**src/inc/cfs_pkg.sv**
```systemverilog
// Constants and types of the converter fault sequencer
package cfs_pkg;

  // ****************************************
  // Clock and delay figures
  // ****************************************
  localparam int CLK_PERIOD_NS = 50;
  localparam int T_INIT_NS     = 100000;
  localparam int T_ON_NS       = 50000;
  localparam int T_FAULT_NS    = 200000;
  localparam int INPUT_LOW_FILTER_TIME_NS     = 10000;
  localparam int INPUT_HIGH_FILTER_TIME_NS     = 5000;
  localparam int TMR_W         = 16;

  // Least times round up to whole cycles
  localparam logic [TMR_W-1:0] INIT_CYC  = TMR_W'((T_INIT_NS + CLK_PERIOD_NS - 1) / CLK_PERIOD_NS);
  localparam logic [TMR_W-1:0] ON_CYC    = TMR_W'((T_ON_NS + CLK_PERIOD_NS - 1) / CLK_PERIOD_NS);
  localparam logic [TMR_W-1:0] FAULT_CYC = TMR_W'((T_FAULT_NS + CLK_PERIOD_NS - 1) / CLK_PERIOD_NS);
  localparam logic [TMR_W-1:0] INPUT_LOW_LOCKOUT_CYC  = TMR_W'((INPUT_LOW_FILTER_TIME_NS + CLK_PERIOD_NS - 1) / CLK_PERIOD_NS);
  localparam logic [TMR_W-1:0] INPUT_HIGH_LOCKOUT_CYC  = TMR_W'((INPUT_HIGH_FILTER_TIME_NS + CLK_PERIOD_NS - 1) / CLK_PERIOD_NS);

  // ****************************************
  // Monitor input positions
  // ****************************************
  localparam int SYNC_W    = 13;
  localparam int SI_EN     = 0;
  localparam int SI_UV_HI  = 1;
  localparam int SI_UV_LO  = 2;
  localparam int SI_OV_HI  = 3;
  localparam int SI_OV_LO  = 4;
  localparam int SI_INIT   = 5;
  localparam int SI_UVP    = 6;
  localparam int SI_OVP    = 7;
  localparam int SI_OTP    = 8;
  localparam int SI_FAST   = 9;
  localparam int SI_TICK   = 10;
  localparam int SI_LIGHT  = 11;
  localparam int SI_TRIM   = 12;

  // ****************************************
  // State types
  // ****************************************
  typedef enum logic [2:0] {CFS_OFF, CFS_INIT, CFS_IDLE, CFS_TON, CFS_RUN, CFS_HOLD,
                            CFS_WAIT} cfs_state_t;

  typedef struct packed {
    cfs_state_t st;
    logic       input_low_lockout_f;
    logic       input_high_lockout_f;
    logic       uvp_f;
    logic       otp_f;
    logic       ovp_f;
    logic       need_init;
    logic       trim_taken;
    logic       trim_active;
    logic       burst_off;
    logic       tick_prev;
    logic       ss_go;
  } cfs_regs_t;

  localparam cfs_regs_t CFS_REGS_RST = '{CFS_OFF, 1'b0, 1'b0, 1'b0, 1'b0, 1'b0, 1'b0, 1'b0,
                                         1'b0, 1'b0, 1'b0, 1'b0};

  typedef struct packed {
    logic [SYNC_W-1:0] s1;
    logic [SYNC_W-1:0] s2;
    logic [SYNC_W-1:0] s3;
    logic [SYNC_W-1:0] q;
  } cfs_sync_regs_t;

  localparam cfs_sync_regs_t CFS_SYNC_RST = '0;

  typedef struct packed {
    logic [TMR_W-1:0] cnt;
  } cfs_tmr_regs_t;

  localparam cfs_tmr_regs_t CFS_TMR_RST = '0;

endpackage

```
**src/inc/cfs_tmr_if.sv**
```systemverilog
// Control and status bundle between the sequencer and one cycle timer
`timescale 1ns/10ps
interface cfs_tmr_if;
  import cfs_pkg::*;
  logic             clr;
  logic             run;
  logic [TMR_W-1:0] limit;
  logic             done;
  modport ctl (output clr, output run, output limit, input done);
  modport tmr (input clr, input run, input limit, output done);
endinterface

```
**src/design/cfs_sync.sv**
```systemverilog
// Three-stage synchroniser with agreement filter for the monitor inputs
`timescale 1ns/10ps
module cfs_sync
  import cfs_pkg::*;
(
  input  wire logic              i_clk,
  input  wire logic              i_resetn,
  input  wire logic [SYNC_W-1:0] i_d,
  output logic      [SYNC_W-1:0] o_q
);

  cfs_sync_regs_t r_q;
  cfs_sync_regs_t r_d;

  // ****************************************
  // Next state
  // ****************************************
  // Output moves only when stages two and three agree
  always_comb
  begin
    r_d    = r_q;
    r_d.s1 = i_d;
    r_d.s2 = r_q.s1;
    r_d.s3 = r_q.s2;
    r_d.q  = (r_q.s2 & r_q.s3) | (r_q.q & (r_q.s2 | r_q.s3));
  end

  // Registers
  always_ff @(posedge i_clk or negedge i_resetn)
  begin
    if (!i_resetn)
      r_q <= CFS_SYNC_RST;
    else
      r_q <= r_d;
  end

  assign o_q = r_q.q;

endmodule

```
**src/design/cfs_timer.sv**
```systemverilog
// Saturating cycle counter used for filters and sequencing delays
`timescale 1ns/10ps
module cfs_timer
  import cfs_pkg::*;
(
  input  wire logic i_clk,
  input  wire logic i_resetn,
  cfs_tmr_if.tmr    tmr
);

  cfs_tmr_regs_t r_q;
  cfs_tmr_regs_t r_d;

  // Count while running, stop at the limit
  always_comb
  begin
    r_d = r_q;
    if (tmr.clr)
      r_d.cnt = '0;
    else if (tmr.run && !tmr.done)
      r_d.cnt = r_q.cnt + 1'b1;
  end

  // Registers
  always_ff @(posedge i_clk or negedge i_resetn)
  begin
    if (!i_resetn)
      r_q <= CFS_TMR_RST;
    else
      r_q <= r_d;
  end

  assign tmr.done = (r_q.cnt >= tmr.limit);

endmodule

```
**src/design/cfs_top.sv**
```systemverilog
// Fault sequencer: gates the powertrain from enable and protection monitors
`timescale 1ns/10ps
module cfs_top
  import cfs_pkg::*;
#(
  parameter logic [TMR_W-1:0] P_INIT_CYC  = INIT_CYC,
  parameter logic [TMR_W-1:0] P_ON_CYC    = ON_CYC,
  parameter logic [TMR_W-1:0] P_FAULT_CYC = FAULT_CYC,
  parameter logic [TMR_W-1:0] P_INPUT_LOW_LOCKOUT_CYC  = INPUT_LOW_LOCKOUT_CYC,
  parameter logic [TMR_W-1:0] P_INPUT_HIGH_LOCKOUT_CYC  = INPUT_HIGH_LOCKOUT_CYC
)
(
  input  wire logic i_clk,
  input  wire logic i_resetn,
  input  wire logic i_enable,
  input  wire logic i_vin_above_input_low_lockout_rise,
  input  wire logic i_vin_below_input_low_lockout_fall,
  input  wire logic i_vin_above_input_high_lockout_rise,
  input  wire logic i_vin_below_input_high_lockout_fall,
  input  wire logic i_vin_above_init,
  input  wire logic i_vout_below_uvp,
  input  wire logic i_vout_above_ovp,
  input  wire logic i_temp_above_otp,
  input  wire logic i_fast_ov_stop,
  input  wire logic i_switch_cycle,
  input  wire logic i_light_load,
  input  wire logic i_setpoint_adjust_in,
  output logic      o_powertrain_en,
  output logic      o_soft_start_go,
  output logic      o_fault_indicator_out,
  output logic      o_trim_active,
  output logic      o_input_low_lockout,
  output logic      o_input_high_lockout,
  output logic      o_output_low_protection,
  output logic      o_output_high_protection,
  output logic      o_temp_fault
);

  // ****************************************
  // Monitor synchronisation
  // ****************************************
  logic [SYNC_W-1:0] mon_raw;
  logic [SYNC_W-1:0] mon;

  // Gather the asynchronous monitor flags
  always_comb
  begin
    mon_raw           = '0;
    mon_raw[SI_EN]    = i_enable;
    mon_raw[SI_UV_HI] = i_vin_above_input_low_lockout_rise;
    mon_raw[SI_UV_LO] = i_vin_below_input_low_lockout_fall;
    mon_raw[SI_OV_HI] = i_vin_above_input_high_lockout_rise;
    mon_raw[SI_OV_LO] = i_vin_below_input_high_lockout_fall;
    mon_raw[SI_INIT]  = i_vin_above_init;
    mon_raw[SI_UVP]   = i_vout_below_uvp;
    mon_raw[SI_OVP]   = i_vout_above_ovp;
    mon_raw[SI_OTP]   = i_temp_above_otp;
    mon_raw[SI_FAST]  = i_fast_ov_stop;
    mon_raw[SI_TICK]  = i_switch_cycle;
    mon_raw[SI_LIGHT] = i_light_load;
    mon_raw[SI_TRIM]  = i_setpoint_adjust_in;
  end

  cfs_sync u_sync
  (
    .i_clk    (i_clk),
    .i_resetn (i_resetn),
    .i_d      (mon_raw),
    .o_q      (mon)
  );

  // ****************************************
  // Timers
  // ****************************************
  cfs_tmr_if seq_t ();
  cfs_tmr_if uv_t ();
  cfs_tmr_if ov_t ();

  cfs_timer u_seq_tmr
  (
    .i_clk    (i_clk),
    .i_resetn (i_resetn),
    .tmr      (seq_t.tmr)
  );

  cfs_timer u_uv_tmr
  (
    .i_clk    (i_clk),
    .i_resetn (i_resetn),
    .tmr      (uv_t.tmr)
  );

  cfs_timer u_ov_tmr
  (
    .i_clk    (i_clk),
    .i_resetn (i_resetn),
    .tmr      (ov_t.tmr)
  );

  // ****************************************
  // Sequencer state
  // ****************************************
  cfs_regs_t r_q;
  cfs_regs_t r_d;
  logic      tick;
  logic      set_uv;
  logic      set_ov;
  logic      set_uvp;
  logic      set_otp;
  logic      set_ovp;
  logic      hold_fault;
  logic      new_fault;
  logic      all_clear;

  // Switching cycle edge
  assign tick = mon[SI_TICK] & ~r_q.tick_prev;

  // Input-low filter runs only while running below the lower level
  assign uv_t.run   = (r_q.st == CFS_RUN) & mon[SI_UV_LO];
  assign uv_t.clr   = ~uv_t.run;
  assign uv_t.limit = P_INPUT_LOW_LOCKOUT_CYC;

  // Input-high filter runs in every state once power is present
  assign ov_t.run   = (r_q.st != CFS_OFF) & mon[SI_OV_HI];
  assign ov_t.clr   = ~ov_t.run;
  assign ov_t.limit = P_INPUT_HIGH_LOCKOUT_CYC;

  // Fault detections
  assign set_uv  = (r_q.st == CFS_RUN) & uv_t.done;
  assign set_ov  = ov_t.done;
  assign set_uvp = (r_q.st == CFS_RUN) & mon[SI_UVP];
  assign set_otp = (r_q.st != CFS_OFF) & mon[SI_OTP];
  assign set_ovp = (r_q.st == CFS_RUN) & tick & mon[SI_OVP];
  assign hold_fault = set_uvp | set_otp;
  assign new_fault  = set_uv | set_ov | hold_fault | set_ovp;

  // Sequencing delay chosen by the current state
  always_comb
  begin
    unique case (r_q.st)
      CFS_INIT: seq_t.limit = P_INIT_CYC;
      CFS_TON:  seq_t.limit = P_ON_CYC;
      CFS_HOLD: seq_t.limit = P_FAULT_CYC;
      default:  seq_t.limit = P_INIT_CYC;
    endcase
  end

  assign seq_t.run = 1'b1;
  assign seq_t.clr = (r_d.st != r_q.st) | hold_fault;

  // ****************************************
  // Next state
  // ****************************************
  always_comb
  begin
    r_d           = r_q;
    r_d.ss_go     = 1'b0;
    r_d.tick_prev = mon[SI_TICK];

    // Recovery criteria clear first
    if (mon[SI_UV_HI])
      r_d.input_low_lockout_f = 1'b0;
    if (mon[SI_OV_LO])
      r_d.input_high_lockout_f = 1'b0;
    if (r_q.st == CFS_WAIT)
      r_d.uvp_f = 1'b0;
    if ((r_q.st == CFS_WAIT) && !mon[SI_OTP])
      r_d.otp_f = 1'b0;
    if (!mon[SI_EN] || !mon[SI_INIT])
      r_d.ovp_f = 1'b0;

    // New events win over the clears
    r_d.input_low_lockout_f = r_d.input_low_lockout_f | set_uv;
    r_d.input_high_lockout_f = r_d.input_high_lockout_f | set_ov;
    r_d.uvp_f  = r_d.uvp_f | set_uvp;
    r_d.otp_f  = r_d.otp_f | set_otp;
    r_d.ovp_f  = r_d.ovp_f | set_ovp;

    // Every flag clear, for the recovery check
    all_clear = ~(r_d.input_low_lockout_f | r_d.input_high_lockout_f | r_d.uvp_f | r_d.otp_f | r_d.ovp_f);

    // Burst gating follows the light-load demand per cycle
    if (tick)
      r_d.burst_off = mon[SI_LIGHT];

    // Main sequence
    unique case (r_q.st)
      CFS_OFF:
      begin
        if (mon[SI_INIT])
          r_d.st = CFS_INIT;
      end
      CFS_INIT:
      begin
        if (seq_t.done)
        begin
          // Trim mode is taken once per power application
          if (!r_q.trim_taken)
          begin
            r_d.trim_taken  = 1'b1;
            r_d.trim_active = mon[SI_TRIM];
          end
          r_d.st = CFS_IDLE;
        end
      end
      CFS_IDLE:
      begin
        // Enable counts only once input is above the upper level
        if (mon[SI_EN] && mon[SI_UV_HI] && !r_q.ovp_f)
          r_d.st = CFS_TON;
      end
      CFS_TON:
      begin
        if (!mon[SI_EN])
          r_d.st = CFS_IDLE;
        else if (seq_t.done)
        begin
          r_d.st    = CFS_RUN;
          r_d.ss_go = 1'b1;
        end
      end
      CFS_RUN:
      begin
        if (!mon[SI_EN])
          r_d.st = CFS_IDLE;
      end
      CFS_HOLD:
      begin
        if (seq_t.done)
          r_d.st = CFS_WAIT;
      end
      CFS_WAIT:
      begin
        // Every active fault must have recovered
        if (all_clear)
        begin
          r_d.st        = r_q.need_init ? CFS_INIT : CFS_IDLE;
          r_d.need_init = 1'b0;
        end
      end
    endcase

    // Fault entry overrides the sequence
    if (hold_fault)
    begin
      r_d.st        = CFS_HOLD;
      r_d.need_init = 1'b1;
    end
    else if (new_fault && (r_q.st != CFS_HOLD))
      r_d.st = CFS_WAIT;

    // Loss of input power ends everything, trim mode included
    if (!mon[SI_INIT])
    begin
      r_d.st          = CFS_OFF;
      r_d.input_low_lockout_f      = 1'b0;
      r_d.input_high_lockout_f      = 1'b0;
      r_d.uvp_f       = 1'b0;
      r_d.otp_f       = 1'b0;
      r_d.need_init   = 1'b0;
      r_d.trim_taken  = 1'b0;
      r_d.trim_active = 1'b0;
    end
  end

  // Registers
  always_ff @(posedge i_clk or negedge i_resetn)
  begin
    if (!i_resetn)
      r_q <= CFS_REGS_RST;
    else
      r_q <= r_d;
  end

  // ****************************************
  // Outputs
  // ****************************************
  // Switching gate with fast stop and burst gating
  assign o_powertrain_en = (r_q.st == CFS_RUN) & ~mon[SI_FAST] & ~r_q.burst_off;

  // Indicator active whenever not running, start-up included
  assign o_fault_indicator_out = (r_q.st != CFS_RUN);

  assign o_soft_start_go          = r_q.ss_go;
  assign o_trim_active            = r_q.trim_active;
  assign o_input_low_lockout      = r_q.input_low_lockout_f;
  assign o_input_high_lockout     = r_q.input_high_lockout_f;
  assign o_output_low_protection  = r_q.uvp_f;
  assign o_output_high_protection = r_q.ovp_f;
  assign o_temp_fault             = r_q.otp_f;

endmodule

```
**config.mk**
```make
export PLATFORM = sky130hd
export DESIGN_NAME = cfs_top
export DESIGN_NICKNAME = d
export VERILOG_FILES = /design/src/inc/cfs_pkg.sv /design/src/inc/cfs_tmr_if.sv /design/src/design/cfs_sync.sv /design/src/design/cfs_timer.sv /design/src/design/cfs_top.sv
export SDC_FILE = /design/constraint.sdc
export NUM_CORES = 1
export LEC_CHECK = 0
export BUFFER_PORTS_ARGS = -buffer_cell sky130_fd_sc_hd__buf_2
export CAP_MARGIN = 20
export CORE_UTILIZATION = 64
export DETAILED_ROUTE_END_ITERATION = 8
export GPL_TIMING_DRIVEN = 0
export PLACE_DENSITY = 0.83
export SETUP_SLACK_MARGIN = 0.5
export SYNTH_ARGS = -nofsm -noshare
export SYNTH_HDL_FRONTEND = slang
export SYNTH_SLANG_ARGS = --single-unit
```
**constraint.sdc**
```tcl
create_clock -name i_clk -period 4.3 [get_ports i_clk]
set_input_delay 0.215 -clock i_clk [delete_from_list [all_inputs] [get_ports i_clk]]
set_output_delay 0.215 -clock i_clk [all_outputs]
set_load 0.05 [all_outputs]
```
* Word level (Yosys, flattened, before mapping) *
Cells that the tools add are included.

storage, ports and cells
  input bits = 15
  logic and storage cells = 125
  register bits = 114

cells by class
  order comparisons = 3
  muxes and demuxes = 34
  equality and inequality tests = 17
  reductions and logical operators = 18
  $add $sub $neg = 3
  bitwise logic cells = 31

operators by type and width
  kind                   number
  $mux 16                6
  $add 16x1->16 const B  3
  $mux 3                 10
  $and 13x13->13         2
  $or 13x13->13          2
  $pmux 12 s2            1
  $pmux 3 s7             1
  $ge 16x12->1           1
  $ge 16x7->1 const B    1
  $ge 16x8->1 const B    1
  $or 1x1->1             14
  $mux 1                 12
  $ne 2x2->1 const B     6
  $ne 3x3->1 const B     4
  $and 1x1->1            10
  $eq 3x3->1 const B     3
  $mux 7                 1
  $eq 3x2->1 const B     2
  $logic_and 1x1->1      6
  $logic_not 1->1        6
  $mux 2                 3
  $reduce_and 2->1       2
  $eq 3x1->1 const B     1
  $logic_not 3->1        1
  5 further kinds        7

* Depth between registers and ports, before layout *
Gate-level depths: netlist (run 1).

  word-level depth = 15
  gate-level depth with buffers = 15
  depth with buffers taken out = 12

* Cells and area by module *
Synthesis (run 1) repeated with hierarchy kept, for this count alone.

second synthesis, totals
  cells, all modules = 633
  area, all modules = 6426.2 um^2

modules (own cells, without submodules)
  module     area each (um^2)  instances  seq. area each (um^2)  cells each
  cfs_timer  1297.5            3          400.4                  146
  cfs_sync   1545.2            1          1301.2                 78
  cfs_top    988.4             1          350.3                  117

* Least setup slack after synthesis (run 1) *
No wires, ideal clock.

  kind = register to register
  from = register r_q[11] (netlist name)
  to = register u_seq_tmr.r_q[12] (netlist name)
  arrival time = 2.800 ns
  setup slack = 1.381 ns
  library setup time = 0.119 ns
  buffers on the path = 2
  stages on the path, launching flop included = 14
  period minus slack after synthesis = 2.919 ns
  cells stage by stage = dfrtp_1 -> clkbuf_1 -> nor2b_1 -> nand2_1 -> o21ai_0 -> ha_1 -> o21ai_0 -> a32oi_1 -> a211oi_2 -> a221oi_1 -> or4b_4 -> nand4_4 -> buf_8 -> nor2_2

between the ends
  word-level cells in the longest chain between the ends = 15

ends and longest elaborated chain
  element                                                line             text
  start, declared                                        cfs_top.sv:103   cfs_regs_t r_q;
  start signal, assigned                                 cfs_top.sv:272   r_q <= r_d;
  branches (longest 15 deep; another with $ge 16x12->1)  -
  end signal, assigned                                   cfs_timer.sv:30  r_q <= r_d;
  end, declared                                          cfs_timer.sv:11  cfs_tmr_regs_t r_q;

Several ways; the timed one is not identified.
A chain may end at the register's enable or synchronous reset.

* Worst setup path after layout (run 1) *
  from = register r_q[12] (netlist name)
  to = register u_seq_tmr.r_q[6] (netlist name)

Same word-level chain as after synthesis.

==> flow_summary_export.csv, run 1 <==
group,metric,value,unit
route,first_iter_violations,304,
route,drc_errors,0,
route,avgRoutedWirePerCell,17.8,um
setup_path,r2r_slack,0.78,ns
setup_path,cp.depth,14,
setup_path,slowest_delay,0.55,ns
timing,min_period,3.52,ns
setup_path,crit_required,4.70,ns
synthesis,ys_ff_latch,114,
setup_path,crit_top_cell,"o21ai_0",
die,die_h,87.7,um
clocking,ctsLongestPathBuffers,2,
placement,port_buffers,23,
job,max_cap_viol_count,0,
synthesis,synth_compound_area_share,8.31,%
synthesis,async_reset_ff_share,100,%
timing,grt_setup_unrepaired,"false",
cells_and_area,fin_cells,563,
placement,dp_hpwl,5750,um
timing,max_freq,0.284,GHz
route,antenna_left,0,
cells_and_area,utilization,81.7,%
setup_path,path_cells,"buf_2 > clkbuf_1 > nor2b_1 > nand2_1 > o21ai_0 > ha_1 > o21ai_0 > a32oi_1 > a211oi_2 > a221oi_1 > or4b_4 > nand4_4 > buf_8 > nor2_2",
timing,maxSlewViolCount,0,
synthesis,synth.net_count,424,
die,rows,30,
synthesis,ys_types,62,
timing,finalHoldViolations,0,
route,routed_via_density,5.92,
route,vias,3334,
clocking,htreeDepth,4,
die,ioPinCount,24,
synthesis,netlist.area_leader.share,60.7,%
clocking,clk_pin_slew,0.06,ns
die,die_x,87.7,um
cells_and_area,syn_to_final_growth,20.8,%
setup_path,cp-startpoint,"r_q[12]",
pwr,p_leak,2.56,nW
clocking,cts.sinks,114,
setup_path,cp_top_family,"simple AND/OR/NAND/NOR gates",
global_route,antenna_found_initial,0,
synthesis,synth_top_family_by_area,"simple AND/OR/NAND/NOR gates",
synthesis,synthXorXnorAreaFrac,4.10,%
setup_path,path_class,"register to register",
setup_path,endpoint_kind,"register",
synthesis,synth_area,4700,um2
timing,maxSlewHeadroom,47.7,%
pwr,ir_drop,0.000410,V
setup_path,critical_path.max_fanout,10,
pwr,power_density,553,nW/um2
synthesis,synthFlopType,"dfrtp_1",
synthesis,synth.area.mux_share,0.453,%
timing,finalSetupTns,0,ns
timing,worst_pin_slew,0.774,ns
clocking,clk_latency,0.52,ns
setup_path,r2r-start,"r_q[12]",
setup_path,reg2reg_depth,14,
setup_path,critPathBufInv,3,
global_route,grt_max_degree,64,
die,coreArea,6940,um2
setup_path,endpoint,"u_seq_tmr.r_q[6]",
hold_path,min_path_type,"input port to async pin",
clocking,root_buffer,"clkbuf_8",
route,totalWireLength,10000,um
setup_path,r2r-end,"u_seq_tmr.r_q[6]",
synthesis,synth-simple-area-share,17.4,%
route,first_pass_iters,5,
global_route,globalRouteTotalUtil,29.5,%
timing,setup_viol,0,
setup_path,crit_slowest_cell,"or4b_4",
synthesis,synth.avg_cell_area,11.8,um2
clocking,numCtsBuffers,17,
synthesis,ys_warn_count,0,
clocking,tritoncts,"built",
synthesis,synth_top_area_cell,"dfrtp_1",
cells_and_area,n_antenna_cell,0,
die,dieArea,7690,um2
placement,dp.cells,517,
synthesis,synth_fa_ha_area_share,5.97,%
cells_and_area,drive_gt1_share,17.6,%
die,initial_core_util,67.7,%
pwr,power,3.14,mW
timing,period_share,81.9,%
setup_path,arrival,3.92,ns
global_route,grt_pass1_wl,16600,um
global_route,grt_pass1_vias,3416,
synthesis,synth-seq-area-share,60.7,%
synthesis,synth_cells,397,
status,outcome,"completed",
global_route,grt-ovfl-total,0,
setup_path,start_kind,"register",
cells_and_area,layout.nets,481,
synthesis,synth_area_leaders,"dfrtp_1 61%, ha_1 3.2%, nor2_1 3.2%",
timing,skew,0.00996,ns
synthesis,synth_edf_count,0,
placement,gp_congestion,0.869,
[cells in the mapped netlist, types with 6 or more instances]
library cell,instances
dfrtp_1,114
nor2_1,40
nand2_1,23
inv_1,17
and3_1,15
maj3_1,13
and2_1,12
ha_1,12
xnor2_1,11
xor2_1,11
a21oi_1,9
nand3_1,8
o21ai_0,8
a31oi_1,7
nor2_2,7
nor2b_1,7
nor3_1,7
clkbuf_1,6
nand4_1,6
[stage by stage]
step	hold slack [ns]	instance area, um2	worst slack, ns
after floorplan	-0.0806	4700	1.38
after global placement	0.323	4930	0.960
after detailed placement	0.274	4960	0.891
after CTS	0.281	5670	0.796
after global routing	0.325	5670	0.540
final	0.290	5670	0.780
[power by group]
group / switching, mW / internal [mW] / total [mW]
clock: 0.550 / 0.783 / 1.33
combinational: 0.385 / 0.212 / 0.596
sequential: 0.0636 / 1.14 / 1.21
[state kept, by name (all words and copies together) (netlist names)]
signal and cells:
u_seq_tmr.r_q 16, o_soft_start_go 1, u_sync.r_d 26, u_ov_tmr.r_q 16
o_input_low_lockout 1, o_temp_fault 1, o_output_low_protection 1, u_uv_tmr.r_q 16
o_trim_active 1, u_sync.o_q 13, o_input_high_lockout 1, o_output_high_protection 1
u_sync.r_q 13, r_q 7
[cell families after synthesis]
| kind of cell | after synthesis |
|---|---|
| simple gates | 149 |
| fa+ha+maj | 25 |
| buf+inv | 31 |
| mux | 2 |
| compound gates | 54 |
| flops | 114 |
| xor+xnor | 22 |
[how the worst min path moves through the flow]
stage	startpoint	to	slack, ns
global route	i_vin_below_input_low_lockout_fall	u_sync.r_d[28]	0.33
CTS	i_resetn	u_seq_tmr.r_q[3]	0.28
finish	i_resetn	u_seq_tmr.r_q[3]	0.29
global placement	i_vin_above_init	u_sync.r_d[31]	0.32
detailed placement	i_resetn	u_seq_tmr.r_q[4]	0.27
floorplan	i_resetn	o_input_high_lockout	-0.08
[worst reg2reg max path, stage by stage, from the launching register on]
cell and delay, ns:
dfrtp_1 0.33, buf_2 0.21, clkbuf_1 0.39, nor2b_1 0.15, nand2_1 0.17, o21ai_0 0.16
ha_1 0.31, o21ai_0 0.14, a32oi_1 0.10, a211oi_2 0.35, a221oi_1 0.19, or4b_4 0.55
nand4_4 0.15, buf_8 0.16, nor2_2 0.05
[layer usage]
layer	vias to the layer above	wire length (um)	global-route usage, %	share of wire [%]
met3	31	528	8.01	5.3
met1	1684	4080	36.1	41
met5	-	0	0	0
met2	124	5170	47.9	52
li1	1495	-	-	-
met4	0	251	16.5	2.5
[what timing repair did]
item | 4_1_cts | 5_1_grt
setup endpoints to repair | 0 | 1
resized for setup | 0 | 1
hold buffers | 14 | 0
setup buffers | 0 | 0
hold endpoints to repair | 64 | 0
[cell usage in the layout (no fill, tap or decap), types with 8 or more instances in the layout]
cell	count
xor2_1	11
o21ai_0	8
nand2_1	23
buf_2	24
maj3_1	13
and3_1	15
and2_1	12
dlygate4sd3_1	14
nor2_1	40
a21oi_1	9
inv_1	17
dfrtp_1	114
ha_1	12
clkbuf_16	16
nand3_1	8
xnor2_1	11
[layout make-up]
cell class                 count  area (um2)
buffer                        13        75.1
clock buffer                  17         414
clock inverter                15         150
fill                         376        1270
inverter                      18        67.6
multi-input combinational    252        1710
sequential                   114        2850
tap                           96         120
timing repair buffer          38         285
No activity file was read; power rests on OpenSTA's default activity.
==> run 2, diff against run 1 <==
ABC_AREA = 1   (was default)
CORE_UTILIZATION = 54   (was 64)
PLACE_DENSITY = 0.74   (was 0.83)
clock period = 3.1 ns   (was 4.3 ns; I/O delays follow)
==> run 2 against run 1 <==
Against the previous run: global-route usage decreased by 6.2 points; hold slack about the same; wire length decreased by 5.2%; worst setup slack got worse by 0.48 ns; non-clock buffer count increased by 9; sequential share of layout area decreased by 3.1 points; total power increased by 57%; clock skew decreased by 0.0016 ns; fmax increased by 26%; critical path depth increased by 9; synthesized cell count increased by 18%; critical path type unchanged; largest cell class unchanged.
==> flow_summary_export.csv, run 2 <==
group,metric,value,unit
synthesis,synth_fa_ha_area_share,5.89,%
setup_path,path_class,"register to register",
cells_and_area,regArea,2850,um2
global_route,grt_pass1_vias,3495,
timing,max_freq,0.358,GHz
global_route,grt_max_degree,68,
setup_path,critical_path.max_fanout,4,
cells_and_area,mostFrequentLayoutCells,"113 x dfrtp_1, 66 x inv_1, 59 x nand2_1, 49 x nor2_1, 22 x buf_2",
clocking,htreeDepth,4,
global_route,antenna_found_initial,0,
synthesis,synth.net_count,494,
synthesis,ys_types,33,
synthesis,synth-seq-area-share,60.0,%
timing,setup_viol,0,
route,avgRoutedWirePerCell,14.4,um
synthesis,async_reset_ff_share,100,%
synthesis,synth-simple-area-share,21.0,%
global_route,globalRouteTotalUtil,23.3,%
timing,setup_ws,0.303,ns
route,totalWireLength,9510,um
synthesis,synth_top_area_cell,"dfrtp_1",
placement,placed_area,5040,um2
timing,grt_setup_unrepaired,"true",
route,first_iter_violations,169,
route,routed_via_density,5.11,
route,drc_errors,0,
cells_and_area,syn_to_final_growth,27.3,%
die,rows,33,
synthesis,synth_area_leaders,"dfrtp_1 60%, inv_1 5.6%, nand2_1 5.4%",
cells_and_area,n_antenna_cell,0,
global_route,grt_pass1_wl,15900,um
synthesis,netlist.area_leader.share,60.0,%
clocking,clk_pin_slew,0.06,ns
timing,worst_pin_slew,0.848,ns
placement,dp_slack,0.0778,ns
timing,min_period,2.80,ns
clocking,clk_latency,0.50,ns
status,outcome,"completed",
cells_and_area,largest_reg_flops,26,
synthesis,synthXorXnorAreaFrac,1.29,%
setup_path,start_kind,"register",
job,max_cap_viol_count,0,
synthesis,synth_compound_area_share,4.47,%
cells_and_area,layout.nets,568,
timing,skew,0.00834,ns
pwr,power,4.92,mW
synthesis,synth_most_common_cell,"dfrtp_1",
synthesis,yosys-top-cells-count,"114 x dfrtp_1, 71 x inv_1, 68 x nand2_1",
pwr,ir_drop,0.000607,V
setup_path,arrival,3.23,ns
cells_and_area,multiInputGateArea,1690,um2
die,initial_core_util,56.7,%
placement,port_buffers,23,
cells_and_area,final_common_cell,"dfrtp_1",
timing,period_share,90.2,%
clocking,ctsLongestPathBuffers,2,
setup_path,crit_required,3.54,ns
cells_and_area,fill_cells,541,
pwr,p_leak,2.86,nW
die,die_x,95.8,um
die,die_h,95.8,um
route,antenna_left,0,
synthesis,synth.avg_cell_area,10.2,um2
clocking,numCtsBuffers,17,
placement,dp_hpwl,5460,um
cells_and_area,final_area,6060,um2
clocking,root_buffer,"clkbuf_8",
pwr,power_density,812,nW/um2
die,coreArea,8380,um2
clocking,tritoncts,"built",
synthesis,synthFlopType,"dfrtp_1",
synthesis,synth_top_family_by_area,"simple AND/OR/NAND/NOR gates",
placement,gp_congestion,0.862,
hold_path,min_path_type,"input port to register",
timing,maxSlewViolCount,0,
timing,finalHoldViolations,0,
synthesis,synth.area.mux_share,0.237,%
synthesis,synth_area,4760,um2
route,vias,3368,
global_route,grt-ovfl-total,0,
synthesis,synth_cells,467,
clocking,cts.sinks,114,
synthesis,synth_edf_count,0,
synthesis,ys_warn_count,0,
route,first_pass_iters,4,
cells_and_area,drive_gt1_share,26.5,%
timing,finalSetupTns,0,ns
setup_path,endpoint_kind,"register",
synthesis,ys_ff_latch,114,
die,dieArea,9190,um2
die,ioPinCount,24,
timing,maxSlewHeadroom,43.5,%
-- run 2: final timing paths --
kind,slack [ns],startpoint,end,cells past startpoint
max,0.30,r_q[11],r_q[12],23
min,0.29,i_vout_below_uvp,u_sync.r_d[32],2
max reg2reg,0.30,r_q[11],r_q[12],23
min reg2reg,0.35,u_sync.r_d[27],u_sync.r_d[14],0
max in group asynchronous,2.06,i_resetn,r_q[12],3
min in group asynchronous,0.32,i_resetn,u_uv_tmr.r_q[2],2
-- run 2: worst max-delay path, stage by stage (launching register included) --
cell and delay (ns):
dfrtp_1 0.40, buf_4 0.16, nand2_2 0.11, nor2_4 0.05, inv_2 0.06, nand2_2 0.07
ha_1 0.31, nand2_4 0.09, nor2_2 0.03, nand2_1 0.07, nand3_2 0.09, nand2_2 0.09
nand3_4 0.08, buf_6 0.14, nand2_2 0.05, a21oi_2 0.05, nand4_1 0.12, nand2_1 0.09
buf_4 0.14, buf_4 0.12, buf_4 0.13, buf_6 0.10, buf_6 0.10, nor2_2 0.09
-- run 2: layout make-up --
| type | count | area share [%] |
|---|---|---|
| plain buffers | 5 | 0.888 |
| well taps | 105 | 2.17 |
| multi-input cells | 271 | 27.9 |
| inverters | 77 | 4.81 |
| clock inverters | 12 | 2.60 |
| repair buffers | 55 | 7.33 |
| flip-flops and latches | 114 | 47.1 |
| clock buffers | 20 | 7.19 |
-- run 2: through the flow --
step,hold slack [ns],cells,util [%]
after floorplan,-0.141,467,-
after global placement,0.263,595,59.8
after detailed placement,0.265,596,60.1
after CTS,0.270,656,71.1
after global routing,0.295,659,72.2
final,0.290,659,72.2
-- run 2: report_power, final --
group | internal [mW] | switching (mW)
combinational | 0.531 | 0.803
sequential | 1.59 | 0.0719
clock | 1.25 | 0.675
-- run 2: timing repair --
action                                  CTS  global route
cloned                                    1             0
hold endpoints to repair                 79             0
endpoints found under the setup margin   16            18
hold buffers                             14             0
buffers inserted                         13             3
pin swaps                                18            13
resized for setup                        22            19
-- run 2: logic make-up (layout without fill, tap and decap cells) --
logic type	count (synthesis)	after routing
buffers and inverters	82	169
adder cells (fa/ha/maj)	25	25
AO/OA/AOI/OAI	39	39
multiplexers	1	1
AND/OR/NAND/NOR	199	199
flip-flops	114	114
XOR/XNOR	7	7
-- run 2: per-layer routing --
layer  track usage, %  vias to the layer above  wire (um)  share of wire (%)
met4             11.9                        0        233                2.5
met5                0                        -          0                  0
met2             39.6                       94       4960                 52
met3             5.21                       23        369                3.9
met1             28.0                     1630       3950                 42
li1                 -                     1621          -                  -
==> run 3, diff against run 2 <==
BUFFER_PORTS_ARGS = -buffer_cell sky130_fd_sc_hd__clkbuf_2   (was -buffer_cell sky130_fd_sc_hd__buf_2)
==> run 3 against run 2 <==
Against the previous run: global-route usage is 0.58 points higher; critical path depth is 1 lower; flip-flop and latch count stayed put; critical path type unchanged; critical endpoint is now u_seq_tmr.r_q[10].
==> flow_summary_export.csv, run 3 (synthesis results as in run 2) <==
group,metric,value,unit
global_route,grt_max_degree,115,
placement,dp_hpwl,5230,um
cells_and_area,final_common_cell,"dfrtp_1",
global_route,grt-ovfl-total,0,
setup_path,r2r-start,"r_q[12]",
clocking,cts.sinks,114,
setup_path,critical_path.max_fanout,7,
pwr,p_leak,2.87,nW
global_route,globalRouteTotalUtil,23.9,%
setup_path,arrival,3.41,ns
timing,max_freq,0.336,GHz
global_route,grt_pass1_wl,16100,um
route,vias,3498,
clocking,clk_pin_slew,0.05,ns
global_route,antenna_found_initial,0,
timing,setup_viol,0,
setup_path,critPathBufInv,6,
die,coreArea,8380,um2
timing,min_period,2.97,ns
timing,skew,0.00782,ns
hold_path,holdPathStages,2,
placement,dp.cells,595,
clocking,numCtsBuffers,17,
clocking,clk_latency,0.50,ns
route,avgRoutedWirePerCell,15.1,um
hold_path,min_path_type,"input port to register",
cells_and_area,fin_cells,661,
timing,maxSlewViolCount,0,
placement,dp_slack,0.0802,ns
timing,setup_ws,0.126,ns
placement,gp_congestion,0.872,
setup_path,endpoint_kind,"register",
hold_path,worstHoldEndpoint,"u_sync.r_d[35]",
timing,period_share,95.9,%
die,initial_core_util,56.7,%
timing,maxSlewHeadroom,43.7,%
cells_and_area,drive_gt1_share,25.7,%
global_route,grt_pass1_vias,3523,
placement,placed_area,5020,um2
die,rows,33,
setup_path,crit_required,3.54,ns
hold_path,hold_start,"i_fast_ov_stop",
setup_path,path_class,"register to register",
setup_path,start_kind,"register",
pwr,p_int,3.40,mW
pwr,p_comb_share,30.4,%
timing,finalSetupTns,0,ns
setup_path,cp_top_family,"simple AND/OR/NAND/NOR gates",
setup_path,reg2reg_depth,22,
pwr,p_sw_share,32.0,%
setup_path,slowest_delay,0.46,ns
route,first_iter_violations,225,
pwr,power,5.00,mW
clocking,ctsLongestPathBuffers,2,
pwr,pwr-share-seq,33.4,%
pwr,clkPwrFrac,36.2,%
clocking,htreeDepth,4,
die,dieArea,9190,um2
placement,port_buffers,23,
clocking,root_buffer,"clkbuf_8",
status,outcome,"completed",
cells_and_area,n_antenna_cell,0,
timing,finalHoldWorstSlack,0.297,ns
route,routed_via_density,5.29,
cells_and_area,utilization,71.9,%
pwr,ir_drop,0.000683,V
route,drc_errors,0,
cells_and_area,mostFrequentLayoutCells,"113 x dfrtp_1, 66 x inv_1, 59 x nand2_1, 54 x nor2_1",
pwr,netSwitchingPower,1.60,mW
cells_and_area,final_area,6030,um2
cells_and_area,layout.nets,574,
route,first_pass_iters,5,
timing,finalHoldViolations,0,
setup_path,path_cells,"nor2_4 > inv_2 > nor2_4 > inv_2 > nand2_4 > inv_2 > ha_4 > nand2_4 > nor3_2 > nand2_1 > nand3_2 > buf_6 > nand2_4 > a21oi_2 > nand4_1 > nand2_2 > nand2_2 > nand2_2 > nand3_4 > buf_12 > buf_12 > nor2_4",
cells_and_area,syn_to_final_growth,26.8,%
setup_path,r2r_slack,0.13,ns
setup_path,crit_slowest_cell,"dfrtp_2",
timing,worst_pin_slew,0.844,ns
die,die_x,95.8,um
cells_and_area,largest_reg_flops,26,
die,die_h,95.8,um
setup_path,r2r-end,"u_seq_tmr.r_q[10]",
pwr,power_density,829,nW/um2
job,max_cap_viol_count,0,
route,antenna_left,0,
timing,grt_setup_unrepaired,"true",
route,totalWireLength,9960,um
die,ioPinCount,24,
clocking,tritoncts,"built",
[run 3: changes by cell type in the layout (fill, tap and decap cells not counted), moves of 2 or more]
| cell | change |
|---|---|
| buf_12 | +2 |
| buf_2 | -22 |
| buf_4 | +7 |
| buf_6 | -3 |
| clkbuf_2 | +22 |
| clkbuf_8 | +3 |
| clkinv_4 | -3 |
| nand2_2 | -2 |
| nand2_4 | +2 |
| nor2_1 | +5 |
| nor2_2 | -3 |
| nor2_4 | -2 |
[run 3: cell type report]
class | instances | area [um2]
plain buffers | 5 | 53.8
clock buffers | 22 | 463
repair buffers | 61 | 489
well taps | 105 | 131
fillers | 562 | 2350
multi-input cells | 271 | 1660
flip-flops and latches | 114 | 2850
inverters | 77 | 293
clock inverters | 6 | 82.6
[run 3: per-layer routing]
| layer | part of all wire, % | wire length (um) | global-route usage (%) |
|---|---|---|---|
| met1 | 41 | 4040 | 28.5 |
| met2 | 50 | 4950 | 39.2 |
| met3 | 5.6 | 554 | 6.48 |
| met4 | 4.2 | 417 | 13.8 |
| met5 | 0 | 0 | 0 |
[run 3: worst register-to-register path, cell delays in order, from the launching register on]
cell,delay [ns]
dfrtp_2,0.46
nor2_4,0.13
inv_2,0.06
nor2_4,0.13
inv_2,0.08
nand2_4,0.07
inv_2,0.04
ha_4,0.27
nand2_4,0.06
nor3_2,0.17
nand2_1,0.10
nand3_2,0.11
buf_6,0.13
nand2_4,0.04
a21oi_2,0.13
nand4_1,0.16
nand2_2,0.14
nand2_2,0.07
nand2_2,0.09
nand3_4,0.10
buf_12,0.16
buf_12,0.14
nor2_4,0.07
[run 3: worst max path at each step]
stage	start	endpoint	slack (ns)	cells after the start
floorplan	r_q[11]	u_seq_tmr.r_q[11]	0.51	22
global placement	r_q[11]	u_seq_tmr.r_q[15]	0.14	22
detailed placement	r_q[11]	u_seq_tmr.r_q[10]	0.08	22
CTS	r_q[12]	u_seq_tmr.r_q[10]	0.33	24
global route	r_q[12]	u_seq_tmr.r_q[9]	-0.02	20
finish	r_q[12]	u_seq_tmr.r_q[10]	0.13	22
[run 3: power groups by stage]
| stage | logic [mW] | registers, mW | clock network [mW] |
|---|---|---|---|
| floorplan | 0.728 | 1.70 | 0 |
| global placement | 0.919 | 1.69 | 0 |
| detailed placement | 0.945 | 1.69 | 0 |
| CTS | 1.28 | 1.66 | 1.83 |
| global route | 1.60 | 1.68 | 1.91 |
| finish | 1.52 | 1.67 | 1.81 |
[run 3: what timing repair did]
action                                  4_1_cts  5_1_grt
gates cloned                                  1        0
gates resized for setup                      15       15
pin swaps                                     6        4
endpoints found under the setup margin       17       17
hold buffers                                 14        0
endpoints found under the hold margin       127        0
buffers inserted                             16        7
